<file path="src/verilog/vapt_pkg.sv">
/*
  Constants and types for the virtual active-priority tracking block:
  system register encodings, field positions, reset values, state codes.
  Assumes a core that presents decoded system register accesses one at a time.
*/
package vapt_pkg;

  // system register access encodings
  localparam logic [1:0] OP0_SYS = 2'h3;
  localparam logic [2:0] RPR_OP1 = 3'h0;
  localparam logic [3:0] RPR_CRN = 4'hC;
  localparam logic [3:0] RPR_CRM = 4'hB;
  localparam logic [2:0] RPR_OP2 = 3'h3;
  localparam logic [2:0] CTL_OP1 = 3'h4;
  localparam logic [3:0] CTL_CRN = 4'hC;
  localparam logic [3:0] APR0_CRM = 4'h8;
  localparam logic [3:0] APR1_CRM = 4'h9;
  localparam logic [3:0] CTL_CRM = 4'hB;
  localparam logic [3:0] LR_LO_CRM = 4'hC;
  localparam logic [3:0] LR_HI_CRM = 4'hD;
  localparam logic [2:0] HCR_OP2 = 3'h0;
  localparam logic [2:0] VTR_OP2 = 3'h1;
  localparam logic [2:0] MISR_OP2 = 3'h2;
  localparam logic [2:0] EISR_OP2 = 3'h3;
  localparam logic [2:0] ELRSR_OP2 = 3'h5;
  localparam logic [2:0] VMCR_OP2 = 3'h7;

  // exception levels
  localparam logic [1:0] EL0 = 2'h0;
  localparam logic [1:0] EL1 = 2'h1;

  // priority tracking
  localparam int PRE_BITS_DEFAULT = 7;
  localparam int APR_WIDTH = 32;
  localparam int APR_COUNT = 4;
  localparam int LEVELS = APR_WIDTH * APR_COUNT;
  localparam int LR_COUNT = 16;
  localparam logic [7:0] IDLE_PRIORITY = 8'hFF;
  localparam logic [31:0] APR_RESET = 32'h0000_0000;
  localparam logic [31:0] CTL_RESET = 32'h0000_0000;
  localparam logic [63:0] LR_RESET = 64'h0000_0000_0000_0000;
  localparam int VTR_PRE_LSB = 26;

  typedef enum logic {
    VAPT_IDLE = 1'b0,
    VAPT_ANSWER = 1'b1
  } vapt_fsm_t;

endpackage

</file>
<file path="src/verilog/vapt_first_set.sv">
/*
  Lowest-index set bit finder over a parameterised vector.
  Assumes nothing of its surroundings; purely combinational.
*/
module vapt_first_set #(
  parameter int WIDTH = 128,
  parameter int IDX_W = 7
) (
  input wire logic [WIDTH-1:0] vec_in,
  output logic found_out,
  output logic [IDX_W-1:0] index_out
);

  // scanning downward leaves the lowest index, the highest priority
  always_comb begin
    found_out = 1'b0;
    index_out = '0;
    for (int i = WIDTH - 1; i >= 0; i--) begin
      if (vec_in[i]) begin
        found_out = 1'b1;
        index_out = IDX_W'(i);
      end
    end
  end

endmodule

</file>
<file path="src/verilog/vapt_tracker.sv">
/*
  Virtual running priority readout, group 0 active-priority registers and
  the virtualization control register index for one virtual CPU interface.
  Assumes the core offers one decoded system register access at a time,
  waits for the answer, and reports acknowledge and priority-drop events.
*/
module vapt_tracker #(
  parameter int PRE_BITS = vapt_pkg::PRE_BITS_DEFAULT
) (
  input wire logic clk_in,
  input wire logic resetn_in,
  input wire logic reset_into_64bit_in,
  input wire logic req_valid_in,
  input wire logic req_write_in,
  input wire logic [1:0] req_el_in,
  input wire logic [1:0] req_op0_in,
  input wire logic [2:0] req_op1_in,
  input wire logic [3:0] req_crn_in,
  input wire logic [3:0] req_crm_in,
  input wire logic [2:0] req_op2_in,
  input wire logic [63:0] req_wdata_in,
  output logic req_ready_out,
  input wire logic sysreg_interface_enable_in,
  input wire logic common_register_trap_in,
  input wire logic nonsecure_state_bit_in,
  input wire logic secure_el2_enable_in,
  input wire logic irq_virtual_route_in,
  input wire logic fiq_virtual_route_in,
  input wire logic general_trap_bit_in,
  input wire logic el2_implemented_in,
  input wire logic legacy_vm_in,
  input wire logic ack_valid_in,
  input wire logic ack_group0_in,
  input wire logic [7:0] ack_priority_in,
  input wire logic drop_valid_in,
  input wire logic [127:0] group1_active_in,
  output logic resp_valid_out,
  output logic [63:0] resp_rdata_out,
  output logic resp_trap_el1_out,
  output logic resp_trap_el2_out,
  output logic resp_undefined_out,
  output logic resp_physical_out
);

  localparam int SHIFT = 8 - PRE_BITS;
  localparam int APR_IMPL = 1 << (PRE_BITS - 5);

  typedef struct packed {
    vapt_pkg::vapt_fsm_t fsm;
    logic [63:0] rdata;
    logic trap_el1;
    logic trap_el2;
    logic undef;
    logic physical;
    logic [vapt_pkg::LEVELS-1:0] apr;
    logic [31:0] hcr;
    logic [31:0] vmcr;
    logic [vapt_pkg::LR_COUNT-1:0][63:0] lr;
  } vapt_state_t;

  vapt_state_t st;
  vapt_state_t next_st;

  logic taken;
  logic hit_rpr;
  logic hit_ctl;
  logic hit_apr0;
  logic hit_apr1;
  logic hit_misc;
  logic hit_lr;
  logic apr_impl;
  logic el2_enabled;
  logic virt_route;
  logic [1:0] apr_n;
  logic [3:0] lr_n;
  logic [vapt_pkg::LEVELS-1:0] apr_eff;
  logic found;
  logic [6:0] top_idx;
  logic [6:0] ack_idx;
  logic [7:0] running_prio;
  logic [31:0] vtr_value;

  assign taken = req_valid_in && req_ready_out;
  assign req_ready_out = (st.fsm == vapt_pkg::VAPT_IDLE);
  assign hit_rpr = req_op0_in == vapt_pkg::OP0_SYS && req_op1_in == vapt_pkg::RPR_OP1
    && req_crn_in == vapt_pkg::RPR_CRN && req_crm_in == vapt_pkg::RPR_CRM
    && req_op2_in == vapt_pkg::RPR_OP2;
  assign hit_ctl = req_op0_in == vapt_pkg::OP0_SYS && req_op1_in == vapt_pkg::CTL_OP1
    && req_crn_in == vapt_pkg::CTL_CRN;
  assign hit_apr0 = hit_ctl && req_crm_in == vapt_pkg::APR0_CRM && !req_op2_in[2];
  assign hit_apr1 = hit_ctl && req_crm_in == vapt_pkg::APR1_CRM && !req_op2_in[2];
  assign hit_misc = hit_ctl && req_crm_in == vapt_pkg::CTL_CRM && (req_op2_in == vapt_pkg::HCR_OP2
    || req_op2_in == vapt_pkg::VTR_OP2 || req_op2_in == vapt_pkg::MISR_OP2
    || req_op2_in == vapt_pkg::EISR_OP2 || req_op2_in == vapt_pkg::ELRSR_OP2
    || req_op2_in == vapt_pkg::VMCR_OP2);
  assign hit_lr = hit_ctl && (req_crm_in == vapt_pkg::LR_LO_CRM || req_crm_in == vapt_pkg::LR_HI_CRM);
  assign apr_n = req_op2_in[1:0];
  assign lr_n = {req_crm_in[0], req_op2_in};
  // only registers backed by preemption bits
  assign apr_impl = 32'(apr_n) < APR_IMPL;
  // group 0 inert while EL2 is off here
  assign el2_enabled = el2_implemented_in && (nonsecure_state_bit_in || secure_el2_enable_in);
  assign apr_eff = el2_enabled ? st.apr : '0;
  assign virt_route = (irq_virtual_route_in || fiq_virtual_route_in) && !general_trap_bit_in
    && (nonsecure_state_bit_in || secure_el2_enable_in);
  assign vtr_value = 32'(PRE_BITS - 1) << vapt_pkg::VTR_PRE_LSB;
  assign ack_idx = 7'(ack_priority_in >> SHIFT);

  vapt_first_set #(
    .WIDTH(vapt_pkg::LEVELS),
    .IDX_W(7)
  ) u_first (
    .vec_in(apr_eff | group1_active_in),
    .found_out(found),
    .index_out(top_idx)
  );

  // idle value when no undropped level
  // fixed idle code, level scaled to full byte
  assign running_prio = found ? 8'({1'b0, top_idx} << SHIFT) : vapt_pkg::IDLE_PRIORITY;

  always_comb begin
    next_st = st;
    next_st.fsm = vapt_pkg::VAPT_IDLE;
    if (taken) begin
      next_st.fsm = vapt_pkg::VAPT_ANSWER;
      next_st.rdata = '0;
      next_st.trap_el1 = 1'b0;
      next_st.trap_el2 = 1'b0;
      next_st.undef = 1'b0;
      next_st.physical = 1'b0;
      if (hit_rpr) begin
        if (req_write_in || req_el_in == vapt_pkg::EL0) begin
          next_st.undef = 1'b1;
        end else if (req_el_in != vapt_pkg::EL1) begin
          next_st.physical = 1'b1;
        end else if (!sysreg_interface_enable_in) begin
          next_st.trap_el1 = 1'b1;
        end else if (common_register_trap_in
            && (nonsecure_state_bit_in || secure_el2_enable_in)) begin
          next_st.trap_el2 = 1'b1;
        end else if (virt_route) begin
          next_st.rdata = {56'h0, running_prio};
        end else begin
          next_st.physical = 1'b1;
        end
      end else if (hit_ctl && (hit_apr0 || hit_apr1 || hit_misc || hit_lr)) begin
        if (req_el_in == vapt_pkg::EL0 || req_el_in == vapt_pkg::EL1) begin
          next_st.undef = 1'b1;
        end else if (!el2_implemented_in) begin
          next_st.rdata = '0;
        end else if (hit_apr0) begin
          if (!apr_impl) begin
            next_st.undef = 1'b1;
          end else if (req_write_in) begin
            // low half stored, upper half dropped
            next_st.apr[32'(apr_n) * vapt_pkg::APR_WIDTH +: vapt_pkg::APR_WIDTH] = req_wdata_in[31:0];
          end else begin
            next_st.rdata = {32'h0,
              st.apr[32'(apr_n) * vapt_pkg::APR_WIDTH +: vapt_pkg::APR_WIDTH]};
          end
        end else if (hit_apr1) begin
          // group 1 storage lives elsewhere; only the access kind is settled here
          next_st.undef = !apr_impl;
          next_st.physical = apr_impl;
        end else if (hit_misc) begin
          // RW control words, RO status words
          if (req_op2_in == vapt_pkg::HCR_OP2) begin
            if (req_write_in) next_st.hcr = req_wdata_in[31:0];
            else next_st.rdata = {32'h0, st.hcr};
          end else if (req_op2_in == vapt_pkg::VMCR_OP2) begin
            if (req_write_in) next_st.vmcr = req_wdata_in[31:0];
            else next_st.rdata = {32'h0, st.vmcr};
          end else if (req_write_in) begin
            next_st.undef = 1'b1;
          end else if (req_op2_in == vapt_pkg::VTR_OP2) begin
            next_st.rdata = {32'h0, vtr_value};
          end
        end else begin
          if (req_write_in) next_st.lr[lr_n] = req_wdata_in;
          else next_st.rdata = st.lr[lr_n];
        end
      end else begin
        next_st.undef = 1'b1;
      end
    end
    // drop clears the top level when it is a group 0 level, acknowledge sets; set wins
    // legacy guests get no group 0 set on acknowledge; drop still clears
    if (drop_valid_in && found && apr_eff[top_idx]) begin
      next_st.apr[top_idx] = 1'b0;
    end
    if (ack_valid_in && ack_group0_in && el2_enabled && !legacy_vm_in) begin
      next_st.apr[ack_idx] = 1'b1;
    end
  end

  always_ff @(posedge clk_in) begin
    if (!resetn_in) begin
      st.fsm <= vapt_pkg::VAPT_IDLE;
      st.rdata <= '0;
      st.trap_el1 <= 1'b0;
      st.trap_el2 <= 1'b0;
      st.undef <= 1'b0;
      st.physical <= 1'b0;
      st.hcr <= vapt_pkg::CTL_RESET;
      st.vmcr <= vapt_pkg::CTL_RESET;
      st.lr <= {vapt_pkg::LR_COUNT{vapt_pkg::LR_RESET}};
      // defined clear only on wide reset entry
      if (reset_into_64bit_in) begin
        st.apr <= {vapt_pkg::APR_COUNT{vapt_pkg::APR_RESET}};
      end
    end else begin
      st <= next_st;
    end
  end

  assign resp_valid_out = (st.fsm == vapt_pkg::VAPT_ANSWER);
  assign resp_rdata_out = st.rdata;
  assign resp_trap_el1_out = st.trap_el1;
  assign resp_trap_el2_out = st.trap_el2;
  assign resp_undefined_out = st.undef;
  assign resp_physical_out = st.physical;
endmodule

</file>
<file path="config.mk">
export PLATFORM = sky130hd
export DESIGN_NAME = vapt_tracker
export DESIGN_NICKNAME = d
export VERILOG_FILES = /design/src/verilog/vapt_pkg.sv /design/src/verilog/vapt_first_set.sv /design/src/verilog/vapt_tracker.sv
export SDC_FILE = /design/constraint.sdc
export NUM_CORES = 2
export LEC_CHECK = 0
export BUFFER_PORTS_ARGS = -buffer_cell sky130_fd_sc_hd__buf_2
export CAP_MARGIN = 20
export CORE_ASPECT_RATIO = 1.5
export CORE_MARGIN = 4
export CORE_UTILIZATION = 45
export CTS_BUF_LIST = sky130_fd_sc_hd__clkbuf_16
export CTS_CLUSTER_DIAMETER = 120
export CTS_CLUSTER_SIZE = 40
export DETAILED_ROUTE_END_ITERATION = 8
export SYNTH_ARGS = -nofsm -noshare
export SYNTH_HDL_FRONTEND = slang
export SYNTH_SLANG_ARGS = --single-unit
</file>
<file path="constraint.sdc">
create_clock -name clk_in -period 5.95 [get_ports clk_in]
set_input_delay 0.8925 -clock clk_in [delete_from_list [all_inputs] [get_ports clk_in]]
set_output_delay 0.8925 -clock clk_in [all_outputs]
set_load 0.1 [all_outputs]
</file>
==> impl_metrics.json <==
{
  "status": "finished, final reports clean",
  "ys_warn_count": 0,
  "period_minus_slack_ns": 5.76,
  "grt_pass1_wl_um": 436000,
  "cts_root_buf": "clkbuf_16",
  "antenna_found_initial": 48,
  "fp.dieW_um": 322,
  "die_area_mm2": 0.154,
  "synth_cells": 7854,
  "viasPerCell": 6.28,
  "r2r_end": "st[1184]",
  "grt_max_degree": 312,
  "num_vias": 61600,
  "grt_overflow": 0,
  "fin_skew_ns": 0.0567,
  "slew-limit-headroom": 0.145,
  "finalWirelength_um": 307000,
  "final_nets": 8089,
  "rsz0062_at_grt": "no",
  "worst_setup_path_end_kind": "flop",
  "drt-initial-drc-count": 7072,
  "max_freq_mhz": 174,
  "whs_ns": 0.470,
  "fin_crit_sh": 0.967,
  "place_hpwl_um": 203000,
  "fp-row-count": 172,
  "maxSlewViolCount": 0,
  "r2r_start": "st[1184]",
  "clkSinkCount": 1285,
  "synth-seq-cells": 1285,
  "synth_edf_count": 128,
  "dp_cells": 9711,
  "die_h_um": 479,
  "worst_pin_slew_ns": 1.28,
  "core_area_mm2": 0.147,
  "synth_ff_type": "dfxtp_1",
  "worst-setup-path-type": "reg2reg",
  "cts.clk_slew.worst_paths_ns": 0.14,
  "worstSetupEndpoint": "st[1184]",
  "fin_tns_setup_ns": 0,
  "clockBufferDepth": 3,
  "power.leakage_nw": 24.0,
  "wl_per_cell_um": 31.3,
  "synth_area_leaders": "dfxtp_1 35%, nand2_1 16%, a21boi_0 13%",
  "io_pins": 305,
  "hold_path_class": "reg2reg",
  "async_flop_share": 0,
  "synth_nets": 8094,
  "antenna_left": 0,
  "setup_viol": 0,
  "fin_cells": 9808,
  "power.total_w": 0.0152,
  "cts_buffers": 40,
  "drv_cap": 0,
  "yosys.area.top_type": "dfxtp_1",
  "htree_levels": 2,
  "yosysUniqueCellTypes": 94,
  "critPathRequiredTime_ns": 6.36,
  "cp.arrival_ns": 6.17,
  "cp-start-kind": "flop",
  "grt.total_usage": 0.391,
  "synth_top_area_frac": 0.349,
  "synth_most_common_cell": "nand2_1",
  "clk-insertion-delay-late_ns": 0.72,
  "hold_viol_final": 0,
  "cts_tree": "yes",
  "drt_pass1_iterations": 7,
  "critPathLaunch": "st[1184]",
  "io_buffers": 303,
  "drc_errors": 0,
  "area_growth_pct": 9.51,
  "worst_ir_drop_vdd_uv": 247,
  "synth_area_mm2": 0.0664,
  "gp_congestion": 1.09,
  "drive_gt1_frac": 0.160,
  "ys_seq_area_frac": 0.406,
  "fillers": 14000,
  "syn_avg_cell_area_um2": 8.46,
  "reg2reg_slack_ns": 0.19,
  "fin_util": 0.497,
  "power_density_mw_per_mm2": 209,
  "initial_core_util": 0.453,
  "crit_fanout": 19,
  "reg2reg_depth": 22,
  "grt_pass1_vias": 59400,
  "synthTopCellsByCount": "2769 x nand2_1, 1157 x dfxtp_1, 1143 x a21boi_0, 626 x clkbuf_1, 352 x mux4_2"
}
-- placed cells by master, fill, tap and decap left out, types with 12 or more instances in the layout --
| cell type | count |
|---|---|
| nand4_1 | 16 |
| nand2_1 | 2754 |
| edfxtp_1 | 128 |
| nor2_4 | 12 |
| or3_1 | 12 |
| a21o_1 | 24 |
| a211oi_1 | 20 |
| a21oi_1 | 128 |
| nor2b_1 | 19 |
| nand2_4 | 13 |
| nor4_1 | 59 |
| nor2_1 | 212 |
| and2_1 | 50 |
| a31oi_1 | 12 |
| o22ai_1 | 116 |
| a221oi_1 | 42 |
| mux4_2 | 352 |
| nand3_1 | 44 |
| or4_1 | 19 |
| a21boi_0 | 1143 |
| dfxtp_1 | 1157 |
| o31ai_1 | 12 |
| buf_2 | 299 |
| nor3_1 | 176 |
| o221ai_1 | 19 |
| nand2b_1 | 60 |
| buf_12 | 51 |
| clkbuf_16 | 42 |
| diode_2 | 34 |
| o211ai_1 | 23 |
| buf_4 | 386 |
| inv_1 | 28 |
| o21ai_0 | 160 |
-- where the power goes --
group	total [W]	internal, W	leakage (nW)	switching (W)
Combinational	0.00195	0.000662	12.6	0.00128
Clock	0.00419	0.00134	0.598	0.00285
Sequential	0.00904	0.00883	10.7	0.000214
-- critical path, stage by stage, from the launching register on --
cell,delay [ns]
edfxtp_1,0.38
buf_4,0.21
or3_1,0.48
a2111oi_2,0.57
buf_4,0.23
o221ai_1,0.12
a221oi_1,0.23
buf_4,0.22
nand2_1,0.08
buf_4,0.13
o21a_1,0.30
o21ai_2,0.27
buf_12,0.17
buf_4,0.20
buf_4,0.16
a211o_1,0.14
o2111ai_1,0.19
a21oi_4,0.31
buf_4,0.19
nand3_2,0.20
buf_4,0.31
nor3_1,0.24
o22ai_1,0.10
-- worst min-delay path by stage --
stage                                   end              start  slack, ns  cells after the start
after floorplan                        flop               flop       0.44                      2
after global placement                 flop               flop       0.45                      2
after detailed placement  resp_trap_el2_out  resp_trap_el2_out       0.45                      2
after CTS                 resp_trap_el2_out  resp_trap_el2_out       0.47                      2
after global routing                   flop               flop       0.49                      2
final                                  flop               flop       0.47                      2
-- cells by family (layout without fill, tap and decap cells) --
| family | count (synthesis) | after routing | share of synthesized area |
|---|---|---|---|
| buffers and inverters | 820 | 826 | 0.0522 |
| AO/OA/AOI/OAI | 1851 | 1851 | 0.202 |
| AND/OR/NAND/NOR | 3524 | 3524 | 0.217 |
| multiplexers | 369 | 369 | 0.122 |
| other | 0 | 34 | 0 |
| flip-flops | 1285 | 1285 | 0.406 |
| adder cells (fa/ha/maj) | 5 | 5 | 0.000941 |
-- cell type report --
class                           count  area (um2)  share of cell area
Antenna cell                       34        85.1             0.00117
Sequential cell                  1285       27000               0.371
Multi-Input combinational cell   5749       36300               0.499
Inverter                           24        90.1             0.00124
Tap cell                         1914        2390              0.0329
Timing Repair Buffer              749        5650              0.0777
Clock inverter                     11         161             0.00222
Clock buffer                       42        1050              0.0144
-- per-layer routing --
metal  up-vias  global-route usage  share of wire
li1      27000                   -              -
met1     29900               0.416           0.34
met2      3450               0.631           0.46
met3      1247               0.113          0.088
met4        32               0.344           0.11
met5         -             0.00532         0.0011
-- timing repair --
item                                    in CTS  in global routing
setup buffers                                0                  1
resized for setup                            0                  2
hold buffers                                 0                  0
endpoints found under the setup margin       0                 97
-- stage by stage --
step	instance area (um2)	setup WS (ns)
after floorplan	66400	0.607
after global placement	71300	-0.117
after detailed placement	71300	-0.0315
after CTS	72500	0.117
after global routing	72700	0.0431
final	72800	0.194
No activity file was read; power rests on OpenSTA's default activity.
